==> src/core/dscp_map.vh <==
// Register offsets, field positions, reset values and timing counts for the display config bank
`ifndef DSCP_MAP_VH
`define DSCP_MAP_VH
// Register byte offsets (index); byte address is four times the index
`define DSCP_IDX_LCMP_LO     8'h0e
`define DSCP_IDX_LCMP_HI     8'h0f
`define DSCP_IDX_S1_LO       8'h10
`define DSCP_IDX_S1_MID      8'h11
`define DSCP_IDX_S1_HI       8'h12
`define DSCP_IDX_S2_LO       8'h13
`define DSCP_IDX_S2_MID      8'h14
`define DSCP_IDX_S2_HI       8'h15
`define DSCP_IDX_OFS_LO      8'h16
`define DSCP_IDX_OFS_HI      8'h17
`define DSCP_IDX_PAN         8'h18
`define DSCP_IDX_CLK         8'h19
`define DSCP_IDX_PWR         8'h1a
`define DSCP_IDX_MISC        8'h1b
`define DSCP_IDX_STRAP_LO    8'h1c
`define DSCP_IDX_STRAP_HI    8'h1d
`define DSCP_IDX_IODIR       8'h1e
`define DSCP_IDX_MODE        8'h40
`define DSCP_IDX_STAT        8'h41
// Field positions
`define DSCP_CLK_MDIV_BIT    2
`define DSCP_PWR_STAT_BIT    7
`define DSCP_PWR_PDIS_BIT    3
`define DSCP_PWR_SUSP_BIT    0
`define DSCP_MISC_HIDIS_BIT  7
`define DSCP_MISC_HFB_BIT    0
`define DSCP_STRAP_POL_BIT   10
`define DSCP_STRAP_DRAM_LSB  6
// Reset values
`define DSCP_RST_LCMP        10'h3ff
`define DSCP_RST_MISC        8'h80
`define DSCP_RST_ZERO        8'h00
// Suspend refresh encodings
`define DSCP_REF_CBR         2'h0
`define DSCP_REF_SELF        2'h1
// Bus read latency in cycles
`define DSCP_RD_WAIT         1
`endif

==> src/core/dscp_clk_div.v <==
// Programmable clock-enable divider producing a one-cycle pulse every N+1 input enables
`timescale 1ns/100ps
module dscp_clk_div #(
    parameter W = 2                   // Width of divide select
) (
    // Clock and reset
    input  wire         clk,
    input  wire         rst,
    // Control
    input  wire         en_in,        // Source rate enable
    input  wire [W-1:0] ratio_m1,     // Divide ratio minus one
    // Result
    output reg          en_out        // One-cycle pulse at divided rate
);

    reg [W-1:0] cnt_r;                // Source enables counted

    ////////////////////////////////////////////////////////////////////////
    // Count source enables; terminal count fires the output pulse
    always @(posedge clk) begin
        if (rst) begin
            cnt_r  <= {W{1'b0}};
            en_out <= 1'b0;
        end else begin
            en_out <= 1'b0;
            if (en_in) begin
                // Ratio shrink mid-count wraps at once, no long gap
                if (cnt_r >= ratio_m1) begin
                    cnt_r  <= {W{1'b0}};
                    en_out <= 1'b1;
                end else begin
                    cnt_r <= cnt_r + 1'b1;
                end
            end
        end
    end
endmodule

==> src/core/dscp_regs.v <==
// Display split-screen, clock and power configuration register bank
// Overview of operation
// Upper screen height is line compare plus one
// Lines below upper screen show screen two
// Host sets compare high to disable split
// Screen one start is 20-bit word address
// Screen two has own 20-bit start address
// Start address plus pan picks first pixel
// One 11-bit line offset serves both screens
// Offset above width gives virtual image window
// Each screen pans by its own nibble
// Only pan bits valid for depth used
// Memory clock halves when divide bit set
// Pixel clock ratio 1:1 to 4:1 select
// Power-save flag: panel off and low refresh
// Panel power disable forces output off
// Strap at reset release sets off level
// Suspend refresh field: cbr, self, none
// Host keeps refresh field during suspend
// Suspend enable bit enters suspend mode
// Host interface disabled at reset; limits access
// Half frame buffer off by bit or single
// Host picks alternate modulation when buffer off
// Sixteen straps latched, read as two bytes
// Upper address pins: address or io by strap
// Io direction bit one makes pin output
// Byte registers, lsb first, unused read zero
`timescale 1ns/100ps
`include "dscp_map.vh"
module dscp_regs #(
    parameter LC_W  = 10,             // Line compare width
    parameter SA_W  = 20,             // Start address width
    parameter OFS_W = 11              // Line offset width
) (
    // Clock and reset
    input  wire             clk,
    input  wire             rst,
    // Avalon-MM slave
    input  wire [9:0]       avs_address,
    input  wire             avs_read,
    input  wire             avs_write,
    input  wire [31:0]      avs_writedata,
    input  wire [3:0]       avs_byteenable,
    output reg  [31:0]      avs_readdata,
    output reg              avs_waitrequest,
    // Straps and display context
    input  wire [15:0]      config_strap_pins,
    input  wire [2:0]       bpp_sel,       // Colour depth code
    input  wire             dual_panel,    // Dual panel selected
    input  wire [LC_W-1:0]  line_count,    // Current display line
    input  wire             panel_seq_on,  // Sequencer panel request
    input  wire             panel_is_off,  // Sequencer reports panel down
    input  wire             mem_low_refresh, // Self or cbr-only refresh
    // Upper address pins
    input  wire [2:0]       ma_hi_addr,    // DRAM address bits 11..9
    input  wire [2:0]       io_pin_in,
    input  wire [2:0]       io_pin_out_val,
    output reg  [2:0]       io_pin_out,
    output reg  [2:0]       io_pin_oe,
    output reg  [2:0]       io_pin_status,
    // Display engine settings
    output reg              screen2_active,
    output reg  [SA_W-1:0]  screen1_start_addr,
    output reg  [SA_W-1:0]  screen2_start_addr,
    output reg  [OFS_W-1:0] line_offset_words,
    output reg  [3:0]       pan_pixels,
    output reg              virtual_image,
    // Clocks, power and misc
    output reg              mclk_en,
    output reg              pclk_en,
    output reg              panel_power_out,
    output reg  [1:0]       suspend_refresh,
    output reg              suspend_active,
    output reg              half_frame_buf_en,
    output reg              host_if_enabled
);

    // Panel width in words, compared against the line offset
    localparam [OFS_W-1:0] DISP_W_WORDS = 11'd320;
    localparam [1:0] BS_IDLE = 2'h0;   // Waiting for request
    localparam [1:0] BS_WAIT = 2'h1;   // Read data being formed
    localparam [1:0] BS_DONE = 2'h2;   // Answer cycle

    ////////////////////////////////////////////////////////////////////////
    // Register storage
    reg [LC_W-1:0]  lcmp_r;            // Line compare
    reg [SA_W-1:0]  s1_r;              // Screen one start
    reg [SA_W-1:0]  s2_r;              // Screen two start
    reg [OFS_W-1:0] ofs_r;             // Line offset
    reg [7:0]       pan_r;             // Pan nibbles
    reg [2:0]       clk_r;             // Clock divide bits
    reg [3:0]       pwr_r;             // Power control bits 3..0
    reg             hidis_r;           // Host interface disable
    reg             hfb_dis_r;         // Half frame buffer disable
    reg [2:0]       iodir_r;           // Io directions
    reg [15:0]      strap_r;           // Latched straps
    reg             rst_d_r;           // Reset delayed, for release edge
    reg [1:0]       bs_r;              // Bus state
    reg [1:0]       bs_nxt;
    reg [7:0]       rd_byte_r;         // Pending read byte
    reg             src_tgl_r;         // Memory clock half-rate toggle

    wire [7:0] misc_rst_val = `DSCP_RST_MISC; // Misc reset byte, host disable set
    wire [7:0] idx   = avs_address[9:2];
    wire       acc   = avs_read | avs_write;
    wire       wr_ok = avs_write & avs_byteenable[0] & (bs_r == BS_IDLE) & allowed(idx);

    ////////////////////////////////////////////////////////////////////////
    // Gate accesses while host interface is disabled
    function allowed;
        input [7:0] a;
        begin
            allowed = ~hidis_r | (a == `DSCP_IDX_MISC) | (a == `DSCP_IDX_PWR);
        end
    endfunction

    // Mask pan value to bits valid at this depth
    function [3:0] pan_mask;
        input [3:0] p;
        input [2:0] d;
        begin
            case (d)
                3'h0:    pan_mask = p;
                3'h1:    pan_mask = {1'b0, p[2:0]};
                3'h2:    pan_mask = {2'b0, p[1:0]};
                3'h3:    pan_mask = {3'b0, p[0]};
                default: pan_mask = 4'h0;
            endcase
        end
    endfunction

    ////////////////////////////////////////////////////////////////////////
    // Bus state machine: one wait cycle then answer
    always @* begin
        case (bs_r)
            BS_IDLE: bs_nxt = acc ? BS_WAIT : BS_IDLE;
            BS_WAIT: bs_nxt = BS_DONE;
            BS_DONE: bs_nxt = BS_IDLE;
            default: bs_nxt = BS_IDLE;
        endcase
    end

    // Read mux for the addressed byte
    reg [7:0] rd_mux;
    wire      pwr_stat = panel_is_off & mem_low_refresh;
    always @* begin
        rd_mux = 8'h00;
        if (allowed(idx)) begin
            case (idx)
                `DSCP_IDX_LCMP_LO:  rd_mux = lcmp_r[7:0];
                `DSCP_IDX_LCMP_HI:  rd_mux = {6'h0, lcmp_r[9:8]};
                `DSCP_IDX_S1_LO:    rd_mux = s1_r[7:0];
                `DSCP_IDX_S1_MID:   rd_mux = s1_r[15:8];
                `DSCP_IDX_S1_HI:    rd_mux = {4'h0, s1_r[19:16]};
                `DSCP_IDX_S2_LO:    rd_mux = s2_r[7:0];
                `DSCP_IDX_S2_MID:   rd_mux = s2_r[15:8];
                `DSCP_IDX_S2_HI:    rd_mux = {4'h0, s2_r[19:16]};
                `DSCP_IDX_OFS_LO:   rd_mux = ofs_r[7:0];
                `DSCP_IDX_OFS_HI:   rd_mux = {5'h0, ofs_r[10:8]};
                `DSCP_IDX_PAN:      rd_mux = pan_r;
                `DSCP_IDX_CLK:      rd_mux = {5'h0, clk_r};
                `DSCP_IDX_PWR:      rd_mux = {pwr_stat, 3'h0, pwr_r};
                `DSCP_IDX_MISC:     rd_mux = {hidis_r, 6'h0, hfb_dis_r};
                `DSCP_IDX_STRAP_LO: rd_mux = strap_r[7:0];
                `DSCP_IDX_STRAP_HI: rd_mux = strap_r[15:8];
                `DSCP_IDX_IODIR:    rd_mux = {4'h0, iodir_r, 1'b0};
                `DSCP_IDX_MODE:     rd_mux = {5'h0, bpp_sel};
                `DSCP_IDX_STAT:     rd_mux = {6'h0, screen2_active, suspend_active};
                default:            rd_mux = 8'h00;
            endcase
        end
    end

    ////////////////////////////////////////////////////////////////////////
    // Bus handshake and read data; waitrequest low only in answer cycle
    always @(posedge clk) begin
        if (rst) begin
            bs_r            <= BS_IDLE;
            rd_byte_r       <= `DSCP_RST_ZERO;
            avs_readdata    <= 32'h0000_0000;
            avs_waitrequest <= 1'b1;
        end else begin
            bs_r            <= bs_nxt;
            avs_waitrequest <= ~(bs_nxt == BS_DONE);
            if (bs_r == BS_IDLE)
                rd_byte_r <= rd_mux;
            if (bs_nxt == BS_DONE)
                avs_readdata <= {24'h000000, rd_byte_r};
        end
    end

    ////////////////////////////////////////////////////////////////////////
    // Register writes, taken in the request's first cycle
    always @(posedge clk) begin
        if (rst) begin
            lcmp_r    <= `DSCP_RST_LCMP;
            s1_r      <= {SA_W{1'b0}};
            s2_r      <= {SA_W{1'b0}};
            ofs_r     <= {OFS_W{1'b0}};
            pan_r     <= `DSCP_RST_ZERO;
            clk_r     <= 3'h0;
            pwr_r     <= 4'h0;
            hidis_r   <= misc_rst_val[`DSCP_MISC_HIDIS_BIT];
            hfb_dis_r <= 1'b0;
            iodir_r   <= 3'h0;
        end else if (wr_ok) begin
            case (idx)
                `DSCP_IDX_LCMP_LO: lcmp_r[7:0]   <= avs_writedata[7:0];
                `DSCP_IDX_LCMP_HI: lcmp_r[9:8]   <= avs_writedata[1:0];
                `DSCP_IDX_S1_LO:   s1_r[7:0]     <= avs_writedata[7:0];
                `DSCP_IDX_S1_MID:  s1_r[15:8]    <= avs_writedata[7:0];
                `DSCP_IDX_S1_HI:   s1_r[19:16]   <= avs_writedata[3:0];
                `DSCP_IDX_S2_LO:   s2_r[7:0]     <= avs_writedata[7:0];
                `DSCP_IDX_S2_MID:  s2_r[15:8]    <= avs_writedata[7:0];
                `DSCP_IDX_S2_HI:   s2_r[19:16]   <= avs_writedata[3:0];
                `DSCP_IDX_OFS_LO:  ofs_r[7:0]    <= avs_writedata[7:0];
                `DSCP_IDX_OFS_HI:  ofs_r[10:8]   <= avs_writedata[2:0];
                `DSCP_IDX_PAN:     pan_r         <= avs_writedata[7:0];
                `DSCP_IDX_CLK:     clk_r         <= avs_writedata[2:0];
                `DSCP_IDX_PWR:     pwr_r         <= avs_writedata[3:0];
                `DSCP_IDX_MISC: begin
                    hidis_r   <= avs_writedata[`DSCP_MISC_HIDIS_BIT];
                    hfb_dis_r <= avs_writedata[`DSCP_MISC_HFB_BIT];
                end
                `DSCP_IDX_IODIR:   iodir_r       <= avs_writedata[3:1];
                default: ;
            endcase
        end
    end

    ////////////////////////////////////////////////////////////////////////
    // Strap capture on the clock edge after reset release
    always @(posedge clk) begin
        rst_d_r <= rst;
        if (rst_d_r & ~rst)
            strap_r <= config_strap_pins;
    end

    ////////////////////////////////////////////////////////////////////////
    // Clock enables: memory rate, then pixel ratio divider
    wire mclk_nxt = clk_r[`DSCP_CLK_MDIV_BIT] ? src_tgl_r : 1'b1;
    wire pclk_raw;
    always @(posedge clk) begin
        if (rst) begin
            src_tgl_r <= 1'b0;
            mclk_en   <= 1'b0;
        end else begin
            src_tgl_r <= ~src_tgl_r;
            mclk_en   <= mclk_nxt;
        end
    end

    dscp_clk_div #(.W(2)) u_pdiv (
        .clk      (clk),
        .rst      (rst),
        .en_in    (mclk_nxt),
        .ratio_m1 (clk_r[1:0]),
        .en_out   (pclk_raw)
    );

    ////////////////////////////////////////////////////////////////////////
    // Display, power and pin outputs, all registered
    wire [2:0] ma_is_addr = (strap_r[7:6] == 2'h3) ? 3'h7 :
                            (strap_r[7:6] == 2'h0) ? 3'h0 : 3'h1;
    wire [LC_W:0] s1_height = {1'b0, lcmp_r} + 1'b1;
    wire          in_s2 = {1'b0, line_count} >= s1_height;
    wire          pol   = strap_r[`DSCP_STRAP_POL_BIT];
    // Direction bits 3,1,2 serve pins a,b,c; pin a doubles as the third io
    wire [2:0]    pin_dir = {iodir_r[1], iodir_r[0], iodir_r[2]};
    genvar g;
    generate
        for (g = 0; g < 3; g = g + 1) begin : g_io
            always @(posedge clk) begin
                if (rst) begin
                    io_pin_out[g]    <= 1'b0;
                    io_pin_oe[g]     <= 1'b0;
                    io_pin_status[g] <= 1'b0;
                end else begin
                    // Address function overrides direction bit
                    io_pin_out[g]    <= ma_is_addr[g] ? ma_hi_addr[g] : io_pin_out_val[g];
                    io_pin_oe[g]     <= ma_is_addr[g] | pin_dir[g];
                    io_pin_status[g] <= io_pin_in[g];
                end
            end
        end
    endgenerate

    always @(posedge clk) begin
        if (rst) begin
            screen2_active     <= 1'b0;
            screen1_start_addr <= {SA_W{1'b0}};
            screen2_start_addr <= {SA_W{1'b0}};
            line_offset_words  <= {OFS_W{1'b0}};
            pan_pixels         <= 4'h0;
            virtual_image      <= 1'b0;
            pclk_en            <= 1'b0;
            panel_power_out    <= 1'b0;
            suspend_refresh    <= `DSCP_REF_CBR;
            suspend_active     <= 1'b0;
            half_frame_buf_en  <= 1'b0;
            host_if_enabled    <= 1'b0;
        end else begin
            screen2_active     <= in_s2;
            screen1_start_addr <= s1_r;
            screen2_start_addr <= s2_r;
            line_offset_words  <= ofs_r;
            // Pan nibble chosen by screen region
            pan_pixels         <= pan_mask(in_s2 ? pan_r[7:4] : pan_r[3:0], bpp_sel);
            virtual_image      <= ofs_r > DISP_W_WORDS;
            pclk_en            <= pclk_raw;
            // Forced off uses strap off level, else sequencer
            panel_power_out    <= pwr_r[`DSCP_PWR_PDIS_BIT] ? pol : (panel_seq_on ^ pol);
            suspend_refresh    <= pwr_r[2:1];
            suspend_active     <= pwr_r[`DSCP_PWR_SUSP_BIT];
            half_frame_buf_en  <= dual_panel & ~hfb_dis_r;
            host_if_enabled    <= ~hidis_r;
        end
    end
endmodule

==> config.mk <==
export PLATFORM = sky130hd
export DESIGN_NAME = dscp_regs
export DESIGN_NICKNAME = d
export VERILOG_FILES = /design/src/core/dscp_clk_div.v /design/src/core/dscp_regs.v
export VERILOG_INCLUDE_DIRS = /design/src /design/src/core
export SDC_FILE = /design/constraint.sdc
export NUM_CORES = 1
export LEC_CHECK = 0
export ABC_AREA = 0
export BUFFER_PORTS_ARGS = -buffer_cell sky130_fd_sc_hd__buf_2
export CORE_MARGIN = 1.5
export CORE_UTILIZATION = 55
export CTS_CLUSTER_SIZE = 8
export DETAILED_ROUTE_END_ITERATION = 12
export GPL_TIMING_DRIVEN = 0
export MAX_ROUTING_LAYER = met4
export PLACE_DENSITY_LB_ADDON = 0.08
export SLEW_MARGIN = 30
export SYNTH_ARGS = -nofsm -noshare
export SYNTH_HDL_FRONTEND = slang
export SYNTH_SLANG_ARGS = --single-unit
==> constraint.sdc <==
create_clock -name clk -period 7.7 [get_ports clk]
set_input_delay 0.77 -clock clk [delete_from_list [all_inputs] [get_ports clk]]
set_output_delay 0.77 -clock clk [all_outputs]
set_load 0.005 [all_outputs]
==> metrics.csv <==
stage;metric;value;unit
global_route;grt_usage;35.9;%
run_status;status;completed;
cells_and_area;layout.cells.non_filler;1282;
global_route;grt_max_degree;18;
synth;syn-instance-count;897;
clocking;cts_setup_buffers;0;
die;coreArea;14500;µm²
synth;synthDistinctLibCells;65;
timing;worst_pin_slew;0.997;ns
clocking;clkSlewWorstSetupHoldPaths;0.07;ns
die;initial_core_util;56.0;%
worst_setup_path;cp_slowest_cell;a2111oi_0;
power_and_ir_drop;p_per_area;220;nW/µm²
placed_design;dpl_worst_slack;4.41;ns
cells_and_area;design_area;9860;µm²
clocking;hold_buffers;0;
synth;synth_warnings;0;
timing;setup_tns;0;ns
worst_setup_path;path_buf_inv;0;
synth;synth-seq-cells;195;
timing;hold_viol_final;0;
cells_and_area;multi_input_area;3670;µm²
detailed_routing;drt_iter0_drc;1140;
cells_and_area;layout_common_cells;179 x dfxtp_1, 155 x buf_2, 118 x nand2_1;
synth;async_flop_share;0;%
timing;setup_violations;0;
timing;fin_ws;4.68;ns
die;rows;44;
global_route;grt-ovfl-total;0;
synth;synth_edf_count;16;
timing;fin_crit;3.02;ns
clocking;clk_path_buf_depth;2;
cells_and_area;fin_nets;1190;
worst_setup_path;crit_required;8.02;ns
detailed_routing;num_vias;7558;
detailed_routing;first_pass_iters;6;
cells_and_area;diodes;0;
clocking;cts_resized;0;
cells_and_area;final-seq-area;4060;µm²
timing;slew_headroom;33.5;%
timing;rsz0062_at_grt;false;
worst_setup_path;worstPathMaxFanout;5;
power_and_ir_drop;leakage;3.99;nW
cells_and_area;utilization;68.1;%
placed_design;dp_hpwl;19900;µm
placed_design;dp.cells;1250;
global_route;antenna_found_initial;1;
worst_setup_path;cpLargestDelayFamily;compound AO/OA/AOI/OAI gates;
worst_setup_path;arrival;3.34;ns
clocking;numCtsBuffers;17;
timing;final.setup_skew;0.00791;ns
placed_design;numPortBuffers;145;
detailed_routing;ant_nets;0;
global_route;grt_pass1_vias;7174;
worst_setup_path;crit_type;reg -> reg;
worst_setup_path;r2r_setup_slack;4.68;ns
die;dieArea;15500;µm²
detailed_routing;routed_via_density;5.90;
synth;postSynthAreaPerCell;9.05;µm²
cells_and_area;drive_gt1_share;21.6;%
power_and_ir_drop;ir_worst_vdd;0.148;mV
detailed_routing;drcViolationCount;0;
clocking;htree_levels;4;
timing;fmax;0.331;GHz
synth;syn_area;8120;µm²
placed_design;gp_congestion;1.00;
placed_design;postPlaceCellArea;9180;µm²
cells_and_area;final_common_cell;dfxtp_1;
die;die_w;124;µm
cells_and_area;fill_cells;1182;
die;dieHeight;124;µm
synth;synth_flop_cell;dfxtp_1;
clocking;cts_tree;yes;
die;num_io_pins;199;
clocking;clockRootBuffer;clkbuf_16;
synth;ys_seq_area_share;50.1;%
clocking;cts.sinks;195;
worst_setup_path;cp-start-kind;flop;
timing;final-max-slew-violation-count;0;
clocking;clk_latency;0.44;ns
worst_setup_path;path_cells;ha_1, nand2_1, nor2_1, nand3_1, xor2_1, ha_1, a2111oi_0, o221a_2, o21ai_0, a2111oi_0;
timing;min_period_over_period;39.2;%
detailed_routing;wl;27100;µm
worst_hold_path;hp-class;reg -> reg;
cells_and_area;syn_to_final_growth;21.5;%
run;drv_cap;0;
detailed_routing;route.detailed.wl_per_inst;21.2;µm
worst_setup_path;end_kind;flop;
worst_setup_path;cpPeakStageDelay;0.55;ns
global_route;grt_first_pass_wirelength;40700;µm
cell usage after synthesis (all sizes together) (6+ instances only):
master | n | area, µm²
a211o | 11 | 96.3
inv | 11 | 41.3
clkbuf | 41 | 154
a22oi | 11 | 82.6
nand3 | 101 | 505
ha | 13 | 163
a21oi | 102 | 510
xnor2 | 6 | 52.6
o21ai | 17 | 85.1
dfxtp | 179 | 3580
edfxtp | 16 | 480
nor3 | 18 | 95.1
mux2i | 12 | 120
nand2 | 119 | 449
buf | 45 | 287
a211oi | 9 | 72.6
nor2 | 31 | 116
nor2b | 65 | 407
and3 | 12 | 75.1
per-stage QoR:
step / power, W / hold WS (ns)
final: 0.00217 / 0.411
after global routing: 0.00222 / 0.441
after CTS: 0.00217 / 0.408
after detailed placement: 0.00119 / 0.398
after global placement: 0.00119 / 0.395
after floorplan: 0.00113 / 0.386
cell type report:
cell class	count	share of cell area (%)
inverters	12	0.457
multi-input cells	627	37.2
repair buffers	146	7.47
flip-flops and latches	195	41.2
clock buffers	21	5.00
plain buffers	86	4.47
well taps	184	2.34
clock inverters	11	1.83
worst reg2reg max path: stages, from the launching register on:
cell,delay [ns]
dfxtp_1,0.44
ha_1,0.25
nand2_1,0.06
nor2_1,0.22
nand3_1,0.12
xor2_1,0.18
ha_1,0.21
a2111oi_0,0.55
o221a_2,0.35
o21ai_0,0.09
a2111oi_0,0.42
flip-flops by register name, indices dropped and copies added (netlist names), 3 cells and up:
register	count
lcmp_r	10
pan_r	8
s2_r	20
screen1_start_addr	20
avs_readdata	8
line_offset_words	11
pan_pixels	4
io_pin_out	3
pwr_r	4
strap_r	16
s1_r	20
screen2_start_addr	20
io_pin_status	3
rd_byte_r	8
iodir_r	3
ofs_r	11
io_pin_oe	3
clk_r	3
layer usage:
| metal | share of wire (%) | GRT usage, % | vias to the layer above |
|---|---|---|---|
| met5 | 0 | - | - |
| met4 | 5.5 | 20.0 | 0 |
| met3 | 10 | 9.15 | 107 |
| met2 | 45 | 54.5 | 494 |
| met1 | 39 | 43.7 | 3470 |
| li1 | - | - | 3487 |
worst paths after layout:
check / startpoint / endpoint / cells after the start
hold / removal: src_tgl_r / src_tgl_r / 1
setup / recovery: lcmp_r[1] / pan_pixels[2] / 10
hold reg to reg: src_tgl_r / src_tgl_r / 1
setup reg to reg: lcmp_r[1] / pan_pixels[2] / 10
power breakdown:
group          switching (W)  internal (W)  leakage (nW)
combinational      0.0000933     0.0000445          2.06
clock               0.000400      0.000598         0.331
sequential        0.00000334       0.00103          1.60
total               0.000497       0.00167          3.99
kinds of logic after synthesis:
kind of cell    count (synthesis)  share of synthesized area, %
mux                            19                          2.87
simple gates                  368                          22.5
compound gates                192                          15.4
other cells                     1                        0.0462
xor+xnor                       11                          1.19
fa+ha+maj                      13                          2.00
buf+inv                        98                          5.98
flops                         195                          50.1
Power figures use the tool's default switching activity.
